## config.mk

```make
export PLATFORM = sky130hd
export DESIGN_NAME = wtx_seq
export DESIGN_NICKNAME = d
export VERILOG_FILES = /design/src/hdl/wtx_pkg.sv /design/src/hdl/wtx_seq.sv
export SDC_FILE = /design/constraint.sdc
export NUM_CORES = 1
export LEC_CHECK = 0
export BUFFER_PORTS_ARGS = -buffer_cell sky130_fd_sc_hd__buf_2
export CAP_MARGIN = 20
export CELL_PAD_IN_SITES_DETAIL_PLACEMENT = 1
export CELL_PAD_IN_SITES_GLOBAL_PLACEMENT = 1
export CORE_MARGIN = 3
export CORE_UTILIZATION = 48
export DETAILED_ROUTE_END_ITERATION = 8
export PLACE_DENSITY = 0.81
export SLEW_MARGIN = 20
export SYNTH_ARGS = -nofsm -noshare
export SYNTH_HDL_FRONTEND = slang
export SYNTH_SLANG_ARGS = --single-unit
```

## constraint.sdc

```tcl
create_clock -name pclk -period 3.65 [get_ports pclk]
set_input_delay 0.1825 -clock pclk [delete_from_list [all_inputs] [get_ports pclk]]
set_output_delay 0.1825 -clock pclk [all_outputs]
set_load 0.05 [all_outputs]
```

## src/hdl/wtx_pkg.sv

```systemverilog
// shared constants for the transmit sequencing and beacon element block
package wtx_pkg;
  localparam int         SEQ_W       = 11;
  localparam int         NFLOW       = 8;
  localparam int         IDX_W       = 3;
  localparam logic [10:0] SEQ_RST    = 11'h000;
  localparam logic [10:0] SEQ_ONE    = 11'h001;
  // register byte addresses
  localparam logic [7:0] OFS_CTRL    = 8'h00;
  localparam logic [7:0] OFS_EXEMPT  = 8'h04;
  localparam logic [7:0] OFS_CVS     = 8'h08;
  localparam logic [7:0] OFS_CRP     = 8'h0c;
  localparam logic [7:0] OFS_STATUS  = 8'h10;
  localparam logic [7:0] OFS_SEQ     = 8'h14;
  // control fields
  localparam int         CTRL_SHARED = 0;
  localparam int         CTRL_BZERO  = 1;
  localparam int         CTRL_MASTER = 2;
  localparam int         CTRL_BPSW   = 3;
  localparam logic [3:0] CTRL_RST    = 4'h0;
  localparam logic [7:0] EXEMPT_RST  = 8'h00;
  localparam logic [15:0] CRP_RST    = 16'h0000;
  // contact verification limit, clock at 10 MHz
  localparam int         CLK_MHZ     = 10;
  localparam int         CVS_TIME_US = 1000;
  localparam int         CVS_CYC     = CVS_TIME_US * CLK_MHZ;
  typedef enum logic [1:0] {WTX_MSDU, WTX_MCDU, WTX_BEACON, WTX_SPARE} wtx_kind_t;
endpackage

```

## src/hdl/wtx_seq.sv

```systemverilog
// transmit sequence numbering, more-frames gating and beacon element control
// ----------------------------------------------------------------------
// ----------------------------------------------------------------------
`timescale 1ns/1ps
module wtx_seq
  import wtx_pkg::*;
#(
  parameter logic [23:0] CVS_LIMIT = 24'(wtx_pkg::CVS_CYC)
) (
  // clock and reset
  input  wire logic        pclk,
  input  wire logic        presetn,
  // register bus
  input  wire logic [7:0]  paddr,
  input  wire logic        psel,
  input  wire logic        penable,
  input  wire logic        pwrite,
  input  wire logic [31:0] pwdata,
  output logic [31:0]      prdata,
  output logic             pready,
  output logic             pslverr,
  // transmit request
  input  wire logic        tx_req,
  input  wire logic [1:0]  tx_kind,
  input  wire logic [2:0]  tx_flow,
  input  wire logic        tx_ba,
  input  wire logic        tx_last_frag,
  input  wire logic        tx_retx,
  input  wire logic        tx_more,
  input  wire logic        tx_access,
  // transmit answer
  output logic             tx_done,
  output logic             tx_granted,
  output logic [10:0]      tx_seq,
  output logic             tx_retry,
  // superframe timing
  input  wire logic        sf_start,
  input  wire logic        rblk_end,
  input  wire logic        beacon_sent,
  // receive events
  input  wire logic        rx_valid,
  input  wire logic [2:0]  rx_key,
  input  wire logic        rx_retry,
  input  wire logic [10:0] rx_seq,
  input  wire logic        rx_nbr_bcn,
  input  wire logic [2:0]  rx_nbr_slot,
  input  wire logic        rx_hib,
  input  wire logic [7:0]  rx_hib_sf,
  input  wire logic        rx_assoc_req,
  input  wire logic        rx_meas_req,
  input  wire logic        incumbent_det,
  input  wire logic        rx_cvs,
  input  wire logic        chresp_sent,
  input  wire logic [7:0]  chresp_chan,
  // receive answer
  output logic             rx_dup,
  output logic             rx_deliver,
  // beacon content, transmit enable and current channel
  output logic             ie_bpoie,
  output logic [7:0]       bpo_occ,
  output logic [7:0]       bpo_fixed,
  output logic             ie_assoc_resp,
  output logic             ie_bp_switch,
  output logic             bpst_change,
  output logic             ie_meas_report,
  output logic [7:0]       ie_crp,
  output logic             tx_enable,
  output logic [7:0]       cur_chan
);
  import wtx_pkg::*;

  function automatic logic [10:0] seq_inc(input logic [10:0] s);
    seq_inc = s + SEQ_ONE;
  endfunction

  // ----------------------------------------------------------------------
  // register bus
  // ----------------------------------------------------------------------
  logic [3:0]  ctrl;
  logic [7:0]  exempt;
  logic [23:0] cvs_lim;
  logic [15:0] crp_cfg;
  logic [10:0] flow_seq [NFLOW];
  logic [10:0] common_seq;
  logic [10:0] mcdu_seq;
  logic [10:0] bcn_seq;
  logic [7:0]  rblk_blk;
  logic [7:0]  pca_blk;
  logic        setup;
  logic        wr_en;
  logic        mapped;
  logic [31:0] rd_mux;

  assign setup  = psel && !penable;
  assign wr_en  = psel && penable && pready && pwrite && !pslverr;
  assign mapped = paddr == OFS_CTRL || paddr == OFS_EXEMPT || paddr == OFS_CVS
               || paddr == OFS_CRP || paddr == OFS_STATUS || paddr == OFS_SEQ;

  always_comb begin
    rd_mux = 32'h0000_0000;
    unique case (paddr)
      OFS_CTRL:   rd_mux[3:0]  = ctrl;
      OFS_EXEMPT: rd_mux[7:0]  = exempt;
      OFS_CVS:    rd_mux[23:0] = cvs_lim;
      OFS_CRP:    rd_mux[15:0] = crp_cfg;
      OFS_STATUS: rd_mux = {8'h00, pca_blk, rblk_blk, 4'h0, ie_meas_report,
                            ie_assoc_resp, ie_bp_switch, tx_enable};
      OFS_SEQ:    rd_mux = {5'h00, bcn_seq, 5'h00, mcdu_seq};
      default:    rd_mux = 32'h0000_0000;
    endcase
  end

  // no wait state: answer raised in the first access cycle
  always_ff @(posedge pclk or negedge presetn) begin
    if (!presetn) begin
      pready  <= 1'b0;
      pslverr <= 1'b0;
      prdata  <= 32'h0000_0000;
    end else begin
      pready  <= setup;
      pslverr <= setup && !mapped;
      if (setup) begin
        prdata <= rd_mux;
      end
    end
  end

  always_ff @(posedge pclk or negedge presetn) begin
    if (!presetn) begin
      ctrl    <= CTRL_RST;
      exempt  <= EXEMPT_RST;
      cvs_lim <= CVS_LIMIT;
      crp_cfg <= CRP_RST;
    end else if (wr_en) begin
      unique case (paddr)
        OFS_CTRL:   ctrl    <= pwdata[3:0];
        OFS_EXEMPT: exempt  <= pwdata[7:0];
        OFS_CVS:    cvs_lim <= pwdata[23:0];
        OFS_CRP:    crp_cfg <= pwdata[15:0];
        default:    ;
      endcase
    end
  end

  // ----------------------------------------------------------------------
  // transmit grant and numbering
  // ----------------------------------------------------------------------
  logic        is_data;
  logic        is_bcn;
  logic        go_ok;
  logic        adv;
  logic        use_flow;
  logic [10:0] next_seq;

  assign is_data  = tx_kind == WTX_MSDU || tx_kind == WTX_MCDU;
  assign is_bcn   = tx_kind == WTX_BEACON;
  // recipient gate uses the flow index as recipient slot
  assign go_ok    = tx_enable && (is_bcn || (is_data && (tx_access ?
                    !rblk_blk[tx_flow] : !pca_blk[tx_flow])));
  assign adv      = tx_req && go_ok && is_data && !tx_retx && tx_last_frag;
  assign use_flow = tx_ba || !ctrl[CTRL_SHARED];

  always_comb begin
    next_seq = SEQ_RST;
    unique case (tx_kind)
      WTX_MCDU:   next_seq = mcdu_seq;
      WTX_MSDU:   next_seq = use_flow ? flow_seq[tx_flow] : common_seq;
      WTX_BEACON: next_seq = ctrl[CTRL_BZERO] ? SEQ_RST : bcn_seq;
      default:    next_seq = SEQ_RST;
    endcase
  end

  always_ff @(posedge pclk or negedge presetn) begin
    if (!presetn) begin
      common_seq <= SEQ_RST;
      mcdu_seq   <= SEQ_RST;
      for (int i = 0; i < NFLOW; i++) begin
        flow_seq[i] <= SEQ_RST;
      end
    end else if (adv) begin
      if (tx_kind == WTX_MCDU) begin
        mcdu_seq <= seq_inc(mcdu_seq);
      end else if (use_flow) begin
        flow_seq[tx_flow] <= seq_inc(flow_seq[tx_flow]);
      end else begin
        common_seq <= seq_inc(common_seq);
      end
    end
  end

  always_ff @(posedge pclk or negedge presetn) begin
    if (!presetn) begin
      bcn_seq <= SEQ_RST;
    end else if (sf_start) begin
      bcn_seq <= seq_inc(bcn_seq);
    end
  end

  always_ff @(posedge pclk or negedge presetn) begin
    if (!presetn) begin
      tx_done    <= 1'b0;
      tx_granted <= 1'b0;
      tx_seq     <= SEQ_RST;
      tx_retry   <= 1'b0;
    end else begin
      tx_done    <= tx_req;
      tx_granted <= tx_req && go_ok;
      if (tx_req) begin
        tx_seq   <= next_seq;
        tx_retry <= tx_retx;
      end
    end
  end

  // block set wins over the period-end clear
  always_ff @(posedge pclk or negedge presetn) begin
    if (!presetn) begin
      rblk_blk <= 8'h00;
      pca_blk  <= 8'h00;
    end else begin
      if (rblk_end) begin
        rblk_blk <= 8'h00;
      end
      if (sf_start) begin
        pca_blk <= 8'h00;
      end
      if (tx_req && go_ok && is_data && !tx_more) begin
        if (tx_access) begin
          rblk_blk[tx_flow] <= 1'b1;
        end else if (!exempt[tx_flow]) begin
          pca_blk[tx_flow] <= 1'b1;
        end
      end
    end
  end

  // ----------------------------------------------------------------------
  // receive duplicate filter
  // ----------------------------------------------------------------------
  logic [10:0] last_rx [NFLOW];
  logic [7:0]  rx_seen;
  logic        dup_now;

  assign dup_now = rx_retry && rx_seen[rx_key] && last_rx[rx_key] == rx_seq;

  always_ff @(posedge pclk or negedge presetn) begin
    if (!presetn) begin
      rx_seen <= 8'h00;
      for (int i = 0; i < NFLOW; i++) begin
        last_rx[i] <= SEQ_RST;
      end
    end else if (rx_valid) begin
      rx_seen[rx_key] <= 1'b1;
      last_rx[rx_key] <= rx_seq;
    end
  end

  always_ff @(posedge pclk or negedge presetn) begin
    if (!presetn) begin
      rx_dup     <= 1'b0;
      rx_deliver <= 1'b0;
    end else begin
      rx_dup     <= rx_valid && dup_now;
      rx_deliver <= rx_valid && !dup_now;
    end
  end

  // ----------------------------------------------------------------------
  // beacon slot occupancy
  // ----------------------------------------------------------------------
  logic [7:0] heard;
  logic [7:0] hib_cnt [NFLOW];
  logic [7:0] hib_on;

  always_comb begin
    for (int i = 0; i < NFLOW; i++) begin
      hib_on[i] = hib_cnt[i] != 8'h00;
    end
  end

  always_ff @(posedge pclk or negedge presetn) begin
    if (!presetn) begin
      heard <= 8'h00;
    end else begin
      if (sf_start) begin
        heard <= 8'h00;
      end
      if (rx_nbr_bcn) begin
        heard[rx_nbr_slot] <= 1'b1;
      end
    end
  end

  // hibernation count in superframes, per slot
  always_ff @(posedge pclk or negedge presetn) begin
    if (!presetn) begin
      for (int i = 0; i < NFLOW; i++) begin
        hib_cnt[i] <= 8'h00;
      end
    end else begin
      for (int i = 0; i < NFLOW; i++) begin
        if (rx_hib && rx_nbr_slot == 3'(i)) begin
          hib_cnt[i] <= rx_hib_sf;
        end else if (sf_start && hib_on[i]) begin
          hib_cnt[i] <= hib_cnt[i] - 8'h01;
        end
      end
    end
  end

  always_ff @(posedge pclk or negedge presetn) begin
    if (!presetn) begin
      ie_bpoie  <= 1'b0;
      bpo_occ   <= 8'h00;
      bpo_fixed <= 8'h00;
      ie_crp    <= 8'h00;
    end else begin
      ie_bpoie <= 1'b1;
      if (sf_start) begin
        bpo_occ   <= heard | hib_on;
        bpo_fixed <= hib_on;
        ie_crp    <= crp_cfg[7:0] | (ctrl[CTRL_MASTER] ? crp_cfg[15:8] : 8'h00);
      end
    end
  end

  // ----------------------------------------------------------------------
  // pending beacon elements
  // ----------------------------------------------------------------------
  // request arriving with the beacon still sets the flag
  always_ff @(posedge pclk or negedge presetn) begin
    if (!presetn) begin
      ie_assoc_resp  <= 1'b0;
      ie_meas_report <= 1'b0;
      ie_bp_switch   <= 1'b0;
      bpst_change    <= 1'b0;
    end else begin
      if (rx_assoc_req) begin
        ie_assoc_resp <= 1'b1;
      end else if (beacon_sent) begin
        ie_assoc_resp <= 1'b0;
      end
      if (rx_meas_req || incumbent_det) begin
        ie_meas_report <= 1'b1;
      end else if (beacon_sent) begin
        ie_meas_report <= 1'b0;
      end
      if (sf_start) begin
        ie_bp_switch <= ctrl[CTRL_BPSW];
      end
      // start time moves only after a beacon that carried the switch element
      bpst_change <= beacon_sent && ie_bp_switch;
    end
  end

  // ----------------------------------------------------------------------
  // contact verification and channel
  // ----------------------------------------------------------------------
  logic [23:0] cvs_cnt;

  always_ff @(posedge pclk or negedge presetn) begin
    if (!presetn) begin
      cvs_cnt   <= 24'h00_0000;
      tx_enable <= 1'b0;
    end else begin
      if (rx_cvs) begin
        cvs_cnt   <= 24'h00_0000;
        tx_enable <= 1'b1;
      end else if (cvs_cnt >= cvs_lim) begin
        tx_enable <= 1'b0;
      end else begin
        cvs_cnt <= cvs_cnt + 24'h00_0001;
      end
    end
  end

  always_ff @(posedge pclk or negedge presetn) begin
    if (!presetn) begin
      cur_chan <= 8'h00;
    end else if (chresp_sent) begin
      cur_chan <= chresp_chan;
    end
  end
endmodule

```

# Word-level counts from Yosys, hierarchy flattened
# Index checks and enable logic that the tools add are counted.
[totals] output_inout_bits=88 inputBits=101 word_cells=259 register_bits=469
[classes] n_reduce_logical=86 muxes=68 n_addsub=13 n_lt_le_gt_ge=11 eq_ne=16 bitwise_logic=10
[op_table] op="$mux W8" n=26
[op_table] op="$bwmux W88" n=2
[op_table] op="$mux W11" n=8
[op_table] op="$bmux W11 S3" n=2
[op_table] op="$demux W11 S3" n=2
[op_table] op="$reduce_bool A8 Y1" n=8
[op_table] op="$sub A8 B1 Y8 const B" n=8
[op_table] op="$mux W24" n=2
[op_table] op="$or A8 B8 Y8" n=6
[op_table] op="$add A11 B1 Y11 const B" n=4
[op_table] op="$logic_and A1 B1 Y1" n=39
[op_table] op="$pmux W11 S3" n=1
[op_table] op="$pmux W8 S4" n=1
[op_table] op="$add A24 B1 Y24 const B" n=1
[op_table] op="$ge A24 B24 Y1" n=1
[op_table] op="$pmux W4 S6" n=1
[op_table] op="$pmux W8 S3" n=1
[op_table] op="$reduce_bool A2 Y1" n=11
[op_table] op="$eq A8 B4 Y1 const B" n=2
[op_table] op="$eq A8 B5 Y1 const B" n=2
[op_table] op="$pmux W4 S4" n=1
[op_table] op="$mux W1" n=13
[op_table] op="$bmux W1 S3" n=4
[op_table] op="$eq A3 B3 Y1 const B" n=4
[op_table] op="other kinds (22)" n=54

# Longest topological paths before layout
[logic_depth] ltp_word=12 depth_mapped=13 ltp_nobuf=9

# Worst setup path before layout
# No wires, ideal clock.
[synth_timing] kind="in2reg" from="input port tx_flow[2]" to="register flow_seq[43] (netlist bit)" path_stages=11 slack_ns=1.067 required_ns=3.525 arrival_time_ns=2.458 path_buffers=2 setup_time_ns=0.125 path_cell_list="buf_6 -> buf_8 -> nand2b_1 -> mux4_2 -> o211a_2 -> inv_1 -> ha_1 -> nor3b_1 -> nand3b_1 -> xor2_2 -> mux2_2"
[synth_between] elab_chain_len=12 word_cells_on_any_way=26 cone_classes="add/sub: 1; order compare: 2; mux: 11; bitwise: 1; reduce/logical: 11"
[synth_rtl] element="start, declared" line="wtx_seq.sv:25" rtl="input wire logic [2:0] tx_flow,"
[synth_rtl] element="parallel branches: the longest is 12 deep, another holds $add A11 B1 Y11"
[synth_rtl] element="end signal, assigned by index" line="wtx_seq.sv:184" rtl="flow_seq[tx_flow] <= seq_inc(flow_seq[tx_flow]);"
[synth_rtl] element="end, declared" line="wtx_seq.sv:83" rtl="logic [10:0] flow_seq [NFLOW];"
# Several ways; the timed one is not identified. The select of a mux whose other input is x is not followed.
# A chain may end at the register's enable or synchronous reset.

# Final worst setup path
[layout_timing] from="register cvs_lim[18]" to="register cvs_cnt[21]"
[layout_between] elab_chain_len=2
[layout_rtl] element="start, declared" line="wtx_seq.sv:81" rtl="logic [23:0] cvs_lim;"
[layout_rtl] element="start signal, assigned" line="wtx_seq.sv:138" rtl="OFS_CVS: cvs_lim <= pwdata[23:0];"
[layout_rtl] element="$ge A24 B24 Y1" line="wtx_seq.sv:369" rtl="end else if (cvs_cnt >= cvs_lim) begin"
[layout_rtl] element="$ne A2 B2 Y1 (no line)"
[layout_rtl] element="end signal, assigned" line="wtx_seq.sv:372" rtl="cvs_cnt <= cvs_cnt + 24'h00_0001;"
[layout_rtl] element="end, declared" line="wtx_seq.sv:359" rtl="logic [23:0] cvs_cnt;"
# Every way passes these cells.

==> impl_results.md <==
- CTS sink count: 464
- Cts bufs inserted: 51
- First-pass GRT wire length: 110,000 um
- Final Util: 0.577
- Post_cts resized: 0
- Synth cell types: 78
- Setup violators final: 0
- Largest net degree at the start of global routing: 115
- Top-count cell post-synth: dfrtp_1
- Nets: 2,392
- Via density per instance: 5.97
- Unrepaired setup endpoints after global routing: no
- Inserted Diodes: 0
- Hold endpoint: pca_blk[2]$_DFF_PN0_
- CP startpoint kind: flop
- Worst Path Required: 4170 ps
- Antenna violations before repair: 1
- Leak: 12.0 nW
- Clock-pin slew on the worst setup and hold paths: 60 ps
- # port buffers: 175
- Final instance area: 0.0265 mm^2
- Average size of a mapped cell: 11.2 um^2
- Grt total ovfl: 0
- GPL Wtd Cong: 0.866
- Top cell type's share of synthesized area: 0.508
- Fmax: 305 MHz
- Crit-path max FO: 12
- Post-Route WL: 68,800 um
- Crit path capture type: flop
- Hold Path Class: input port to flop
- Hold Startpoint: tx_access
- Worst clock skew: 28.2 ps
- DRT iter0 DRCs: 1,450
- Top cells by area, synth: dfrtp_1 (51%), mux2_2 (12%), xnor2_1 (2.9%), mux4_2 (2.9%), nand2_1 (2.5%)
- Final Critical Period: 3270 ps
- DP Area: 0.0240 mm^2
- Most area-hungry cell type in the Yosys netlist: dfrtp_1
- Worst-Margin Slew: 1000 ps
- Dpl hpwl: 44,600 um
- Cell Pwr Density: 534 mW/mm^2
- Ys flop type: dfrtp_1
- Status: finished clean
- Setup WS pre-CTS: 359 ps
- Hold Crit Depth: 4
- Final Hold Vio Count: 0
- CTS Hold Bufs: 80
- Fillers: 4,786
- # IOs: 189
- Routed length per placed instance: 23.8 um
- RR Startpoint: cvs_lim[18]$_DFFE_PN0P_
- Maximum VDD drop: 0.432 mV
- Asr flop ratio synth: 1.00
- Period utilisation layout: 0.897
- CP Data Arrival Time: 3790 ps
- Detail Route Antenna Nets: 0
- Slew Limit Fails: 0
- Pre-antenna DRT Iters: 6
- H-tree depth: 2
- CTS tree: yes
- Ratio of cells with drive above 1 in the final layout: 0.260
- Mapped Cells: 2,027
- Yosys warning total: 0
- MaxCap Viol Count: 0
- EDFF count, synth: 0
- Seq/Total Area, Yosys: 0.514
- Number of synthesized register bits: 464
- Setup TNS Final: 0 ps
- PnR worst setup slack: 375 ps
- R2R Path End: cvs_cnt[21]$_DFFE_PN0P_
- Clk_lat worst skew: 610 ps
- Vias in the first global route: 19,233
- Worst slew margin: 0.328
- DRC errors left: 0
- Synth top cells by count: dfrtp_1 (459), mux2_2 (233), nand2_1 (151)
- Worst Reg-to-Reg Cells: 9
- WHS: 47.8 ps
- Clk buf depth: 3
- Die width: 223 um
- GR Util All Layers: 0.276
- Via count: 17,277
- Critical path class: flop to flop
- Initial core utilization: 0.492
- Mapped Area: 0.0226 mm^2
- Row count: 78
- Core area: 0.0460 mm^2
- Area Growth Syn to Fin: 17.3%
- Root Driver: clkbuf_16
- Die Area: 0.0497 mm^2
- Post-CTS setup buffers: 0
- Die Y: 223 um
- R2R Setup Slk: 380 ps
-- logic make-up after synthesis --
family	synth area share
simple gates	0.113
compound gates	0.106
fa+ha+maj	0.0205
mux	0.162
flops	0.514
xor+xnor	0.0431
buf+inv	0.0410
other cells	0.000332
-- sequential cells by signal, indices dropped and copies added, names as in the netlist, 4 cells and up --
name	cells
mcdu_seq	11
pca_blk	8
prdata	27
tx_seq	11
ctrl	4
bpo_fixed	8
bcn_seq	11
ie_crp	8
heard	8
common_seq	11
rblk_blk	8
bpo_occ	8
cvs_cnt	24
exempt	8
hib_cnt	64
cvs_lim	24
cur_chan	8
last_rx	88
rx_seen	8
flow_seq	88
crp_cfg	16
-- layer usage --
| metal | wire length [um] | vias up | share of wire | track usage |
|---|---|---|---|---|
| li1 | - | 7675 | - | - |
| met4 | 2150 | 2 | 0.031 | 0.0952 |
| met1 | 28300 | 8916 | 0.41 | 0.349 |
| met3 | 3780 | 153 | 0.055 | 0.0451 |
| met2 | 34600 | 531 | 0.50 | 0.482 |
| met5 | 20 | - | 0.00029 | 0 |
-- per-stage QoR --
step,total power [mW],instances
final,14.2,2892
after floorplan,8.11,2031
after global placement,8.67,2720
after CTS,14.2,2892
after global routing,14.9,2892
after detailed placement,8.90,2721
-- worst max-delay path by stage --
stage | slack (ps) | start | cells after the start | endpoint
finish | 380 | cvs_lim[18]$_DFFE_PN0P_ | 9 | cvs_cnt[21]$_DFFE_PN0P_
global route | 200 | cvs_lim[18]$_DFFE_PN0P_ | 9 | cvs_cnt[21]$_DFFE_PN0P_
CTS | 310 | cvs_lim[9]$_DFFE_PN1P_ | 9 | cvs_cnt[0]$_DFFE_PN0P_
detailed placement | 360 | cvs_lim[9]$_DFFE_PN1P_ | 9 | cvs_cnt[0]$_DFFE_PN0P_
global placement | 470 | tx_flow[2] | 10 | flow_seq[10]$_DFFE_PN0P_
floorplan | 1070 | tx_flow[2] | 11 | flow_seq[43]$_DFFE_PN0P_
-- cell usage in the layout, fill, tap and decap left out, types with 26 or more instances in the layout --
cell / instances
dfrtp_1: 459
mux2_2: 233
buf_2: 173
nand2_1: 151
nor2_1: 132
a21oi_1: 110
o21ai_0: 98
inv_1: 89
dlygate4sd3_1: 80
xnor2_1: 75
clkbuf_16: 51
buf_4: 40
mux2i_1: 38
ha_1: 37
nand3_1: 33
nor3_1: 30
mux4_2: 29
nand2b_1: 27
or3_1: 26
-- where the power goes --
group	switching [mW]	internal, mW
clock	2.19	3.04
sequential	0.576	5.87
combinational	1.37	1.13
-- area by class of cell --
class	count	area (um^2)	area share
tap	600	751	0.0283
clock inverter	19	189	0.00712
inverter	90	338	0.0127
timing repair buffer	297	2040	0.0770
clock buffer	72	1490	0.0560
sequential	464	11600	0.438
multi-input combinational	1350	10100	0.381
-- critical path: stages, from the launching register on --
cell and delay, ps:
dfrtp_1 410, inv_1 70, ha_1 300, a21o_1 180
a221oi_1 390, a21boi_0 360, a2111o_1 210, a31oi_1 360
or4b_2 730, a21oi_1 170
Power figures use the tool's default switching activity.
